[src/logic/sccr_pkg.sv]
// Shared constants and carrier types for the switch capability register group
package sccr_pkg;

  // ****************************************
  // Register byte offsets
  // ****************************************
  localparam logic [7:0] OFF_MSG_PAYLOAD = 8'h58;
  localparam logic [7:0] OFF_PD_ACCESS = 8'h5C;
  localparam logic [7:0] OFF_VENDOR_CAP = 8'h64;
  localparam logic [7:0] OFF_TEST_A = 8'h68;
  localparam logic [7:0] OFF_TEST_B = 8'h6C;
  localparam logic [7:0] OFF_TIMER_OVR = 8'h70;

  // ****************************************
  // Fixed header values and reset values
  // ****************************************
  localparam logic [7:0] PD_CAP_ID = 8'h03;
  localparam logic [7:0] PD_NEXT_PTR = 8'h64;
  localparam logic [7:0] VENDOR_CAP_ID = 8'h09;
  localparam logic [7:0] VENDOR_NEXT_PTR = 8'hB0;
  localparam logic [15:0] VENDOR_CAP_LEN = 16'h0034;
  localparam logic [31:0] TEST_A_RST = 32'h0400_1060;
  localparam logic [31:0] TEST_B_RST = 32'h0400_0800;
  localparam logic [15:0] MSG_PAYLOAD_RST = 16'h0000;
  localparam logic [5:0] PD_INDEX_RST = 6'h00;
  localparam logic PD_FLAG_RST = 1'b0;
  localparam logic [11:0] REPLAY_USER_RST = 12'h000;
  localparam logic [13:0] ACK_USER_RST = 14'h0000;
  localparam logic VGA_DECODE_VAL = 1'b1;

  // ****************************************
  // Field positions
  // ****************************************
  localparam int PD_INDEX_LSB = 18;
  localparam int PD_INDEX_MSB = 23;
  localparam int PD_FLAG_BIT = 31;
  localparam int REPLAY_USER_MSB = 11;
  localparam int REPLAY_EN_BIT = 12;
  localparam int PM_DIS_BIT = 13;
  localparam int MSI_DIS_BIT = 14;
  localparam int ACK_USER_LSB = 16;
  localparam int ACK_USER_MSB = 29;
  localparam int ACK_EN_BIT = 30;
  localparam int VGA_BIT = 31;

  // ****************************************
  // Carrier types
  // ****************************************
  typedef struct packed {
    logic valid;
    logic write;
    logic [7:0] addr;
    logic [3:0] be;
    logic [31:0] wdata;
  } sccr_cfg_req_t;

  typedef struct packed {
    logic valid;
    logic write;
    logic [5:0] index;
  } sccr_ee_req_t;

  typedef struct packed {
    logic valid;
    logic [29:0] addr;
    logic [15:0] data;
  } sccr_msi_wr_t;

  typedef enum logic {PD_IDLE, PD_BUSY} sccr_pd_state_t;

endpackage

[src/logic/sccr_regs.sv]
// Configuration capability registers 58h to 70h of a four-port switch port
`timescale 1ns/1ps

module sccr_regs (
  input wire logic i_clk,
  input wire logic i_rstn,
  input wire logic i_downstream,
  input wire sccr_pkg::sccr_cfg_req_t i_cfg_req,
  output logic o_cfg_rvalid,
  output logic o_cfg_hit,
  output logic [31:0] o_cfg_rdata,
  output sccr_pkg::sccr_ee_req_t o_ee_req,
  input wire logic i_ee_done,
  input wire logic [31:0] i_ee_rdata,
  output logic [31:0] o_pd_rdata,
  input wire logic i_dflt_load,
  input wire logic [31:0] i_dflt_word,
  input wire logic [11:0] i_replay_builtin,
  input wire logic [13:0] i_ack_builtin,
  output logic [11:0] o_replay_timeout,
  output logic [13:0] o_ack_latency,
  output logic o_pm_cap_disable,
  output logic o_msi_cap_disable,
  input wire logic i_msi_enable,
  input wire logic [29:0] i_msi_addr,
  input wire logic i_irq_event,
  input wire logic i_msi_ready,
  output sccr_pkg::sccr_msi_wr_t o_msi_wr
);
  import sccr_pkg::*;

  // ****************************************
  // Byte-lane merge
  // ****************************************
  function automatic logic [31:0] be_merge(input logic [31:0] old_v, input logic [31:0] new_v,
                                           input logic [3:0] be);
    logic [31:0] res;
    res = old_v;
    for (int i = 0; i < 4; i++) begin
      if (be[i]) begin
        res[i*8 +: 8] = new_v[i*8 +: 8];
      end
    end
    return res;
  endfunction

  logic [15:0] msg_payload_r;
  logic [5:0] pd_index_r;
  logic pd_flag_r;
  sccr_pd_state_t pd_state_r;
  logic [31:0] test_a_r;
  logic [31:0] test_b_r;
  logic [11:0] replay_user_r;
  logic replay_en_r;
  logic pm_dis_r;
  logic msi_dis_r;
  logic [13:0] ack_user_r;
  logic ack_en_r;

  logic wr_en;
  logic [31:0] wr_word;
  logic [31:0] pd_word;
  logic [31:0] timer_word;
  logic [31:0] rd_word;
  logic rd_hit;

  assign wr_en = i_cfg_req.valid && i_cfg_req.write;

  // ****************************************
  // Write decode
  // ****************************************
  logic wr_msg;
  logic wr_pd;
  logic wr_tsa;
  logic wr_tsb;
  logic wr_tmr;

  always_comb begin
    wr_msg = 1'b0;
    wr_pd = 1'b0;
    wr_tsa = 1'b0;
    wr_tsb = 1'b0;
    wr_tmr = 1'b0;
    if (wr_en) begin
      if (i_cfg_req.addr == OFF_MSG_PAYLOAD) begin
        // Payload exists only on a downstream port
        wr_msg = i_downstream;
      end else if (i_cfg_req.addr == OFF_PD_ACCESS) begin
        // Product-data access exists only on the upstream port
        wr_pd = !i_downstream;
      end else if (i_cfg_req.addr == OFF_TEST_A) begin
        wr_tsa = 1'b1;
      end else if (i_cfg_req.addr == OFF_TEST_B) begin
        wr_tsb = 1'b1;
      end else if (i_cfg_req.addr == OFF_TIMER_OVR) begin
        wr_tmr = 1'b1;
      end
    end
  end

  // ****************************************
  // Assembled register images
  // ****************************************
  always_comb begin
    pd_word = 32'h0000_0000;
    pd_word[7:0] = PD_CAP_ID;
    pd_word[15:8] = PD_NEXT_PTR;
    pd_word[PD_INDEX_MSB:PD_INDEX_LSB] = pd_index_r;
    pd_word[PD_FLAG_BIT] = pd_flag_r;
  end

  always_comb begin
    timer_word = 32'h0000_0000;
    timer_word[REPLAY_USER_MSB:0] = replay_user_r;
    timer_word[REPLAY_EN_BIT] = replay_en_r;
    timer_word[PM_DIS_BIT] = pm_dis_r;
    timer_word[MSI_DIS_BIT] = msi_dis_r;
    timer_word[ACK_USER_MSB:ACK_USER_LSB] = ack_user_r;
    timer_word[ACK_EN_BIT] = ack_en_r;
    timer_word[VGA_BIT] = VGA_DECODE_VAL;
  end

  // ****************************************
  // Read decode
  // ****************************************
  always_comb begin
    rd_word = 32'h0000_0000;
    rd_hit = 1'b1;
    if (i_cfg_req.addr == OFF_MSG_PAYLOAD) begin
      rd_word = i_downstream ? {16'h0000, msg_payload_r} : 32'h0000_0000;
    end else if (i_cfg_req.addr == OFF_PD_ACCESS) begin
      rd_word = i_downstream ? 32'h0000_0000 : pd_word;
    end else if (i_cfg_req.addr == OFF_VENDOR_CAP) begin
      rd_word = {VENDOR_CAP_LEN, VENDOR_NEXT_PTR, VENDOR_CAP_ID};
    end else if (i_cfg_req.addr == OFF_TEST_A) begin
      rd_word = test_a_r;
    end else if (i_cfg_req.addr == OFF_TEST_B) begin
      rd_word = test_b_r;
    end else if (i_cfg_req.addr == OFF_TIMER_OVR) begin
      rd_word = timer_word;
    end else begin
      rd_hit = 1'b0;
    end
  end

  always_ff @(posedge i_clk) begin
    if (!i_rstn) begin
      o_cfg_rvalid <= 1'b0;
      o_cfg_hit <= 1'b0;
    end else begin
      o_cfg_rvalid <= i_cfg_req.valid && !i_cfg_req.write;
      o_cfg_hit <= i_cfg_req.valid && rd_hit;
    end
  end

  // Read data holds until the next read
  always_ff @(posedge i_clk) begin
    if (!i_rstn) begin
      o_cfg_rdata <= 32'h0000_0000;
    end else if (i_cfg_req.valid && !i_cfg_req.write) begin
      o_cfg_rdata <= rd_word;
    end
  end

  // ****************************************
  // Message payload (downstream only)
  // ****************************************
  logic [31:0] pay_wr;
  assign pay_wr = be_merge({16'h0000, msg_payload_r}, i_cfg_req.wdata, i_cfg_req.be);

  always_ff @(posedge i_clk) begin
    if (!i_rstn) begin
      msg_payload_r <= MSG_PAYLOAD_RST;
    end else if (wr_msg) begin
      msg_payload_r <= pay_wr[15:0];
    end
  end

  // ****************************************
  // Product-data access over EEPROM
  // ****************************************
  assign wr_word = be_merge(pd_word, i_cfg_req.wdata, i_cfg_req.be);

  always_ff @(posedge i_clk) begin
    if (!i_rstn) begin
      pd_state_r <= PD_IDLE;
      pd_index_r <= PD_INDEX_RST;
      pd_flag_r <= PD_FLAG_RST;
      o_ee_req <= '0;
      o_pd_rdata <= 32'h0000_0000;
    end else begin
      case (pd_state_r)
        PD_IDLE: begin
          o_ee_req.valid <= 1'b0;
          if (wr_pd) begin
            if (i_cfg_req.be[2]) begin
              pd_index_r <= wr_word[PD_INDEX_MSB:PD_INDEX_LSB];
            end
            if (i_cfg_req.be[3]) begin
              pd_flag_r <= wr_word[PD_FLAG_BIT];
              o_ee_req.valid <= 1'b1;
              o_ee_req.write <= wr_word[PD_FLAG_BIT];
              o_ee_req.index <= wr_word[PD_INDEX_MSB:PD_INDEX_LSB];
              pd_state_r <= PD_BUSY;
            end
          end
        end
        PD_BUSY: begin
          // Product-data register writes are dropped until the cycle ends
          o_ee_req.valid <= 1'b0;
          if (i_ee_done) begin
            if (!o_ee_req.write) begin
              o_pd_rdata <= i_ee_rdata;
            end
            pd_flag_r <= ~o_ee_req.write;
            pd_state_r <= PD_IDLE;
          end
        end
        default: begin
          pd_state_r <= PD_IDLE;
        end
      endcase
    end
  end

  // ****************************************
  // Test control words
  // ****************************************
  always_ff @(posedge i_clk) begin
    if (!i_rstn) begin
      test_a_r <= TEST_A_RST;
    end else if (wr_tsa) begin
      test_a_r <= be_merge(test_a_r, i_cfg_req.wdata, i_cfg_req.be);
    end
  end

  always_ff @(posedge i_clk) begin
    if (!i_rstn) begin
      test_b_r <= TEST_B_RST;
    end else if (wr_tsb) begin
      test_b_r <= be_merge(test_b_r, i_cfg_req.wdata, i_cfg_req.be);
    end
  end

  // ****************************************
  // Timer overrides and capability disables
  // ****************************************
  logic [31:0] tmr_wr;
  assign tmr_wr = be_merge(timer_word, i_cfg_req.wdata, i_cfg_req.be);

  always_ff @(posedge i_clk) begin
    if (!i_rstn) begin
      replay_user_r <= REPLAY_USER_RST;
      replay_en_r <= 1'b0;
    end else if (i_dflt_load) begin
      // Autoload wins over a config write in the same cycle
      replay_user_r <= i_dflt_word[REPLAY_USER_MSB:0];
      replay_en_r <= i_dflt_word[REPLAY_EN_BIT];
    end else if (wr_tmr) begin
      replay_user_r <= tmr_wr[REPLAY_USER_MSB:0];
      replay_en_r <= tmr_wr[REPLAY_EN_BIT];
    end
  end

  always_ff @(posedge i_clk) begin
    if (!i_rstn) begin
      ack_user_r <= ACK_USER_RST;
      ack_en_r <= 1'b0;
    end else if (i_dflt_load) begin
      ack_user_r <= i_dflt_word[ACK_USER_MSB:ACK_USER_LSB];
      ack_en_r <= i_dflt_word[ACK_EN_BIT];
    end else if (wr_tmr) begin
      ack_user_r <= tmr_wr[ACK_USER_MSB:ACK_USER_LSB];
      ack_en_r <= tmr_wr[ACK_EN_BIT];
    end
  end

  // Capability disables are read-only: only reset and autoload change them
  always_ff @(posedge i_clk) begin
    if (!i_rstn) begin
      pm_dis_r <= 1'b0;
      msi_dis_r <= 1'b0;
    end else if (i_dflt_load) begin
      pm_dis_r <= i_dflt_word[PM_DIS_BIT];
      msi_dis_r <= i_dflt_word[MSI_DIS_BIT];
    end
  end

  always_ff @(posedge i_clk) begin
    if (!i_rstn) begin
      o_replay_timeout <= REPLAY_USER_RST;
      o_ack_latency <= ACK_USER_RST;
    end else begin
      o_replay_timeout <= replay_en_r ? replay_user_r : i_replay_builtin;
      o_ack_latency <= ack_en_r ? ack_user_r : i_ack_builtin;
    end
  end

  always_ff @(posedge i_clk) begin
    if (!i_rstn) begin
      o_pm_cap_disable <= 1'b0;
      o_msi_cap_disable <= 1'b0;
    end else begin
      o_pm_cap_disable <= pm_dis_r;
      o_msi_cap_disable <= msi_dis_r;
    end
  end

  // ****************************************
  // Interrupt message write request
  // ****************************************
  always_ff @(posedge i_clk) begin
    if (!i_rstn) begin
      o_msi_wr <= '0;
    end else if (o_msi_wr.valid) begin
      if (i_msi_ready) begin
        o_msi_wr.valid <= 1'b0;
      end
    end else if (i_irq_event && i_msi_enable && i_downstream) begin
      o_msi_wr.valid <= 1'b1;
      o_msi_wr.addr <= i_msi_addr;
      o_msi_wr.data <= msg_payload_r;
    end
  end

endmodule // sccr_regs

[config.mk]
export PLATFORM = sky130hd
export DESIGN_NAME = sccr_regs
export DESIGN_NICKNAME = d
export VERILOG_FILES = /design/src/logic/sccr_pkg.sv /design/src/logic/sccr_regs.sv
export SDC_FILE = /design/constraint.sdc
export NUM_CORES = 1
export LEC_CHECK = 0
export BUFFER_PORTS_ARGS = -buffer_cell sky130_fd_sc_hd__buf_4
export CORE_MARGIN = 10
export CORE_UTILIZATION = 50
export CTS_BUF_LIST = sky130_fd_sc_hd__clkbuf_8 sky130_fd_sc_hd__clkbuf_16
export CTS_CLUSTER_SIZE = 25
export DETAILED_ROUTE_END_ITERATION = 6
export PLACE_DENSITY = 0.84
export SLEW_MARGIN = 20
export SYNTH_ARGS = -nofsm -noshare
export SYNTH_HDL_FRONTEND = slang
export SYNTH_SLANG_ARGS = --single-unit
[constraint.sdc]
create_clock -name i_clk -period 2.8 [get_ports i_clk]
set_input_delay 0.56 -clock i_clk [delete_from_list [all_inputs] [get_ports i_clk]]
set_output_delay 0.56 -clock i_clk [all_outputs]
set_load 0.03 [all_outputs]
==> out/qor.yml, run 1 <==
outcome: "finished with violations"
failed_checks: "design-rule violations"
ant_nets: 0
switching_share_pct: 24.4
synth_fa_ha_area_share_pct: 0
synthXorXnorAreaFrac_pct: 0.0766
slowest_delay_ns: 0.47
tritoncts: "done"
multiInputGateArea_um2: 5610
combPwrFrac_pct: 9.5
layout_commonest_cell: "buf_4"
async_flop_share_pct: 0
post-route-period-util_pct: 64.9
synth_top_family_by_area: "simple AND/OR/NAND/NOR gates"
path_class: "reg -> out"
avgSynthCellArea_um2: 9.13
rsz0062_at_grt: "false"
synth_compound_area_share_pct: 17.7
place_ws_ns: 0.510
power_frac_clock_pct: 45.3
end_kind: "output pin"
cp_max_fo: 5
p_int_uw: 6600
gr-total-overflow: 0
period_minus_slack_ns: 1.82
nNetsFinal: 1699
synth.cell_area_um2: 11400
dieWidth_um: 171
power.leakage_uw: 0.00630
layout_common_cells: "buf_4, dfxtp_1, nand2_1, nand3_1, mux2i_1"
clock_sinks: 267
clock.fmax_ghz: 0.551
vdd_drop_max_uv: 473
cpLargestDelayFamily: "flip-flops"
crit_path_start_kind: "register"
ys_types: 61
p_sw_uw: 2120
area_growth_pct: 30.8
port_buffers: 320
clock_latency_ns: 0.56
synth_top_area_share_pct: 46.8
cts_inserted_buffers: 30
io_pins: 323
chipHeight_um: 171
cts_resized: 0
place.gp.congestion: 0.878
antenna_found_initial: 1
utilization_pct: 66.2
clockBufferDepth: 3
finalSetupTns_ns: 0
drtIter0Drc: 1004
syn_inst: 1252
p_per_area_nw_per_um2: 584
synth_fp_nets: 1426
min_path_type: "in -> reg"
slew_violations: 0
cp.required_ns: 2.24
initial_utilization_pct: 50.6
fill_cells: 1804
maxCapViolCount: 0
reg2reg_depth: 4
synth_edf_count: 0
track_usage_pct: 24.3
drcViolationCount: 11
routed_via_density: 5.63
yosys.area_share.simple_pct: 21.5
coreArea_um2: 22600
cts_setup_buffers: 0
row_count: 55
cts.htree.levels: 1
drtPass1Iterations: 7
cp_slowest_cell: "dfxtp_1"
grt_start_max_net_pins: 176
worst-path-buf-inv: 1
wl_per_cell_um: 20.4
fin_skew_ns: 0.0115
clk_pin_slew_ns: 0.06
ys.flop_type: "dfxtp_1"
synthTopCellsByArea: "dfxtp_1, mux2i_1, nand2_1, a21boi_0, nand3_1"
yosys.area.top_type: "dfxtp_1"
worstSetupPathDepth: 1
synth-seq-cells: 267
regArea_um2: 5350
worst_pin_slew_ns: 0.908
grt_pass1_vias: 10348
cts_root_buf: "clkbuf_16"
hpwlAfterDp_um: 27300
yosysWarningCount: 0
crit_arrival_ns: 1.26
hold_ws_ns: 0.250
timing.final.hold_violations: 0
layout-drive-gt1-share_pct: 27.4
path_cells: "buf_4"
cts_hold_buf: 0
final.setup.worst_slack_ns: 0.984
seqPwrFrac_pct: 45.2
die-area_um2: 29300
ys_seq_area_share_pct: 46.8
grt_first_pass_wirelength_um: 57100
finalSetupViolCount: 0
slew_headroom_pct: 39.4
vias: 10317
drt-total-wl_um: 37500
synthMuxAreaShare_pct: 9.74
hold_path_depth: 3
registers in the layout, indices dropped and copies added, names as in the netlist:
signal and count:
o_msi_wr 47, o_cfg_rdata 32, o_pd_rdata 32, test_a_r 32, test_b_r 32, msg_payload_r 16
ack_user_r 14, o_ack_latency 14, o_replay_timeout 12, replay_user_r 12, o_ee_req 8, pd_index_r 6
ack_en_r 1, msi_dis_r 1, o_cfg_hit 1, o_cfg_rvalid 1, o_msi_cap_disable 1, o_pm_cap_disable 1
pd_flag_r 1, pd_state_r 1, pm_dis_r 1, replay_en_r 1
area by class of cell:
cell class                      count  area share (%)
Multi-Input combinational cell    877            37.5
Sequential cell                   267            35.8
Timing Repair Buffer              347            17.5
Clock buffer                       37            5.74
Tap cell                          285            2.39
Clock inverter                     16           0.946
Inverter                            2          0.0502
Antenna cell                        2          0.0335
routing by layer:
layer	GRT usage, %	vias to the layer above	share of wire [%]
met5	0	-	0
met4	8.20	0	3.1
met3	8.66	81	10
met2	42.8	436	50
met1	26.5	4865	37
li1	-	4935	-
final timing paths:
check                      startpoint                             end  slack, ns
min reg2reg  test_a_r[0]$_SDFFE_PN0P_        test_a_r[0]$_SDFFE_PN0P_       0.45
max reg2reg     pd_state_r$_SDFF_PN0_     o_pd_rdata[19]$_SDFFE_PN0P_       1.27
min               i_replay_builtin[5]  o_replay_timeout[5]$_SDFF_PN0_       0.25
max          o_ee_req[6]$_SDFFE_PN0P_                     o_ee_req[6]       0.98
kinds of logic after synthesis:
kind of cell,Yosys count
AOI/OAI and AO/OA,287
xor gates and xnor gates,1
buffers and inverters,108
DFF,267
muxes,111
and+or+nand+nor,478
cell usage after synthesis, types with 3 or more instances:
cell      number
dfxtp_1      267
nand2_1      225
nand3_1      111
mux2i_1      109
a21boi_0      79
nor2b_1       76
clkbuf_1      62
o21ai_0       48
a21oi_1       43
a21boi_1      38
buf_2         28
a21o_1        13
a22o_1        13
and3_1         8
a31oi_1        7
buf_1          7
buf_4          7
nand4_1        7
o211a_1        7
a221o_1        6
a32o_1         6
and2_1         6
nor2_1         6
nand2b_1       5
a221oi_1       4
a221oi_2       4
and4_1         4
nand4_2        4
a211oi_1       3
a222oi_1       3
and3b_1        3
nand4b_1       3
o21ai_1        3
metrics by stage:
step / cells / area, µm² / total power (µW)
floorplan: 1252 / 11400 / 4430
global placement: 1778 / 13900 / 4840
detailed placement: 1778 / 13900 / 4850
CTS: 1831 / 14900 / 8760
global route: 1832 / 14900 / 8970
finish: 1833 / 14900 / 8730
power by group through the flow:
| stage | clock network (µW) | registers, µW | logic, µW |
|---|---|---|---|
| floorplan | 0 | 4110 | 328 |
| global placement | 0 | 4030 | 807 |
| detailed placement | 0 | 4030 | 819 |
| CTS | 3990 | 3950 | 825 |
| global route | 4130 | 3960 | 882 |
| finish | 3950 | 3950 | 827 |
Note: power is estimated with default switching activity, not from simulation.
==> run 2: changes to the inputs <==
Settings changed: ABC_AREA set to 1, CORE_UTILIZATION 50 to 47.
Clock period 2.8 ns to 1.5 ns, I/O delays scaled along.
==> run 2 against run 1 <==
  * The run now ends clean
  * Clock skew up 0.0041 ns
  * Clock power up 67%
  * Global-route usage up 1.1 points
  * Hold slack worse by 0.24 ns
  * Cell area up 4.7%
  * Setup slack worse by 0.93 ns
  * Sequential share of layout area down 1.6 points
  * Combinational power up 130%
  * Cell count up 20%
  * Total power up 82%
  * Flip-flop and latch count unchanged
  * Clock-buffer cell count down 2
==> out/qor.yml, run 2 <==
synth.most_common_cell: "dfxtp_1"
regArea_um2: 5350  # unchanged
initial_utilization_pct: 48.0  # -2.7 points
cp_max_fo: 4  # -1
grt_use_met1_pct: 29.5  # +3.1 points
crit_path_start_kind: "register"
clockBufferDepth: 3  # unchanged
grtUsageMet2_pct: 42.6  # -0.24 points
layout_commonest_cell: "buf_4"
finalSetupViolCount: 0  # unchanged
yosysWarningCount: 0  # unchanged
timing.final.hold_violations: 0  # unchanged
cts_root_buf: "clkbuf_16"
synthTopCellsByArea: "dfxtp_1, o21ai_0, nor2_1, nand2_1, a21oi_1"
drt-total-wl_um: 40000  # +6.7%
io_pins: 323  # unchanged
synthMuxAreaShare_pct: 0.103  # -9.6 points
drtIter0Drc: 1043  # +3.9%
layout_common_cells: "buf_4, dfxtp_1, nor2_1, o21ai_0, nand2_1"
row_count: 55  # unchanged
synth_edf_count: 0  # unchanged
ys.flop_type: "dfxtp_1"
antenna_found_initial: 1  # unchanged
slowest_delay_ns: 0.39  # -0.08 ns
outcome: "completed"
rsz0062_at_grt: "false"
grt_pass1_vias: 11557  # +12%
top_register: "o_msi_wr"
p_per_area_nw_per_um2: 1020  # +74%
gr-total-overflow: 0  # unchanged
post-route-period-util_pct: 96.2
cts.htree.levels: 1  # unchanged
drtPass1Iterations: 6  # -1
place.gp.congestion: 0.926  # +5.5%
grt_start_max_net_pins: 111  # -37%
slew_violations: 0  # unchanged
clock.fmax_ghz: 0.693
cts_setup_buffers: 0  # unchanged
async_flop_share_pct: 0  # unchanged
crit_arrival_ns: 1.14  # -0.12 ns
routed_via_density: 5.32  # -5.5%
met3_usage_pct: 8.46  # -0.21 points
busiest_layer: "met2"
clk_pin_slew_ns: 0.05  # about the same
slew_headroom_pct: 69.0  # +30 points
worst_pin_slew_ns: 0.465  # -0.443 ns
synth_top_family_by_area: "simple AND/OR/NAND/NOR gates"
synth.cell_area_um2: 10900  # -4.4%
fill_cells: 1742  # -3.4%
synth_fa_ha_area_share_pct: 0  # unchanged
ys_types: 35  # -43%
area_growth_pct: 43.2
synth_fp_nets: 1623  # +14%
final.setup.worst_slack_ns: 0.0571  # -0.927 ns
dieWidth_um: 172  # +0.76%
utilization_pct: 68.7  # +2.5 points
cpLargestDelayFamily: "flip-flops"
worst-path-buf-inv: 1  # unchanged
multiInputGateArea_um2: 4770  # -15%
synth_compound_area_share_pct: 19.3  # +1.6 points
place_ws_ns: -0.262  # -0.772 ns
power.leakage_uw: 0.00725  # +15%
clock_latency_ns: 0.55  # about the same
vdd_drop_max_uv: 722  # +52%
wl_per_cell_um: 18.2  # -11%
ys_seq_area_share_pct: 48.9  # +2.1 points
tritoncts: "done"
cp.required_ns: 1.20  # -1.04 ns
grt_first_pass_wirelength_um: 60700  # +6.5%
min_path_type: "in -> reg"
period_minus_slack_ns: 1.44
port_buffers: 320  # unchanged
avgSynthCellArea_um2: 7.54  # -17%
cts_resized: 0  # unchanged
chipHeight_um: 172  # +0.76%
vias: 11684  # +13%
synthXorXnorAreaFrac_pct: 0  # -0.077 points
ys_top_cells_by_count: "dfxtp_1, nor2_1, o21ai_0, nand2_1, a21oi_1"
die-area_um2: 29700  # +1.5%
nNetsFinal: 2040  # +20%
clock_sinks: 267  # unchanged
maxCapViolCount: 0  # unchanged
cp_slowest_cell: "dfxtp_1"
path_class: "reg -> out"
coreArea_um2: 22800  # +0.91%
synth_top_area_share_pct: 48.9  # +2.1 points
finalSetupTns_ns: 0  # unchanged
yosys.area_share.simple_pct: 24.2  # +2.7 points
path_cells: "buf_4"
track_usage_pct: 25.3  # +1.1 points
hpwlAfterDp_um: 27800  # +1.6%
synth-seq-cells: 267  # unchanged
end_kind: "output pin"
layout-drive-gt1-share_pct: 26.7  # -0.63 points
yosys.area.top_type: "dfxtp_1"
largest_reg_flops: 47  # unchanged
cts_hold_buf: 71  # +71
drcViolationCount: 0  # -11
cts_inserted_buffers: 29  # -3.3%
ant_nets: 0  # unchanged
fin_skew_ns: 0.0156  # +0.00410 ns
syn_inst: 1449  # +16%
run 2: final timing paths:
path	from	end	slack (ns)	cells after the start
setup / recovery	o_ee_req[6]$_SDFFE_PN0P_	o_ee_req[6]	0.06	1
hold reg to reg	test_b_r[13]$_SDFFE_PN0P_	test_b_r[13]$_SDFFE_PN0P_	0.46	2
setup reg to reg	o_msi_wr[46]$_SDFF_PN0_	o_msi_wr[21]$_SDFFE_PN0P_	0.12	5
hold / removal	i_ack_builtin[13]	o_ack_latency[13]$_SDFF_PN0_	0.01	3
run 2: cells by family (layout without fill, tap and decap cells):
group                  after synthesis  in the layout
AOI/OAI and AO/OA                  406            406
buffers and inverters              184            617
DFF                                267            267
muxes                                1              1
other                                0              2
and+or+nand+nor                    591            591
run 2: tightest hold or removal path, delay by kind of cell:
kind,cells,cell delay (ns)
AOI/OAI and AO/OA,1,0.06
buffers and inverters,1,0.07
and+or+nand+nor,1,0.07
run 2: stage by stage:
step	instance area (µm²)	hold WS [ns]	power, µW	std cells
floorplan	10900	0.407	8370	1449
global placement	14100	0.437	9240	2077
detailed placement	14100	0.448	9280	2077
CTS	15600	0.000590	15900	2195
global route	15600	0.000895	16400	2196
finish	15600	0.0105	15900	2197
run 2: final cells by class:
| class | instances | area share, % |
|---|---|---|
| inverter | 95 | 2.33 |
| clock inverter | 12 | 0.376 |
| timing repair buffer | 475 | 25.0 |
| clock buffer | 35 | 5.17 |
| sequential | 267 | 34.2 |
| tap | 313 | 2.50 |
| antenna | 2 | 0.0320 |
| multi-input combinational | 998 | 30.5 |
run 2: per-layer routing:
metal | vias up | share of wire [%]
met5 | - | 0
met2 | 583 | 48
met1 | 5410 | 38
met3 | 92 | 11
met4 | 0 | 3.2
li1 | 5599 | -
run 2: power by group:
group / internal [µW] / switching, µW / total [µW] / leakage [µW]
Clock: 3760 / 2820 / 6580 / 0.000452
Combinational: 842 / 1100 / 1940 / 0.00463
Sequential: 7280 / 106 / 7390 / 0.00217
Total: 11900 / 4030 / 15900 / 0.00725
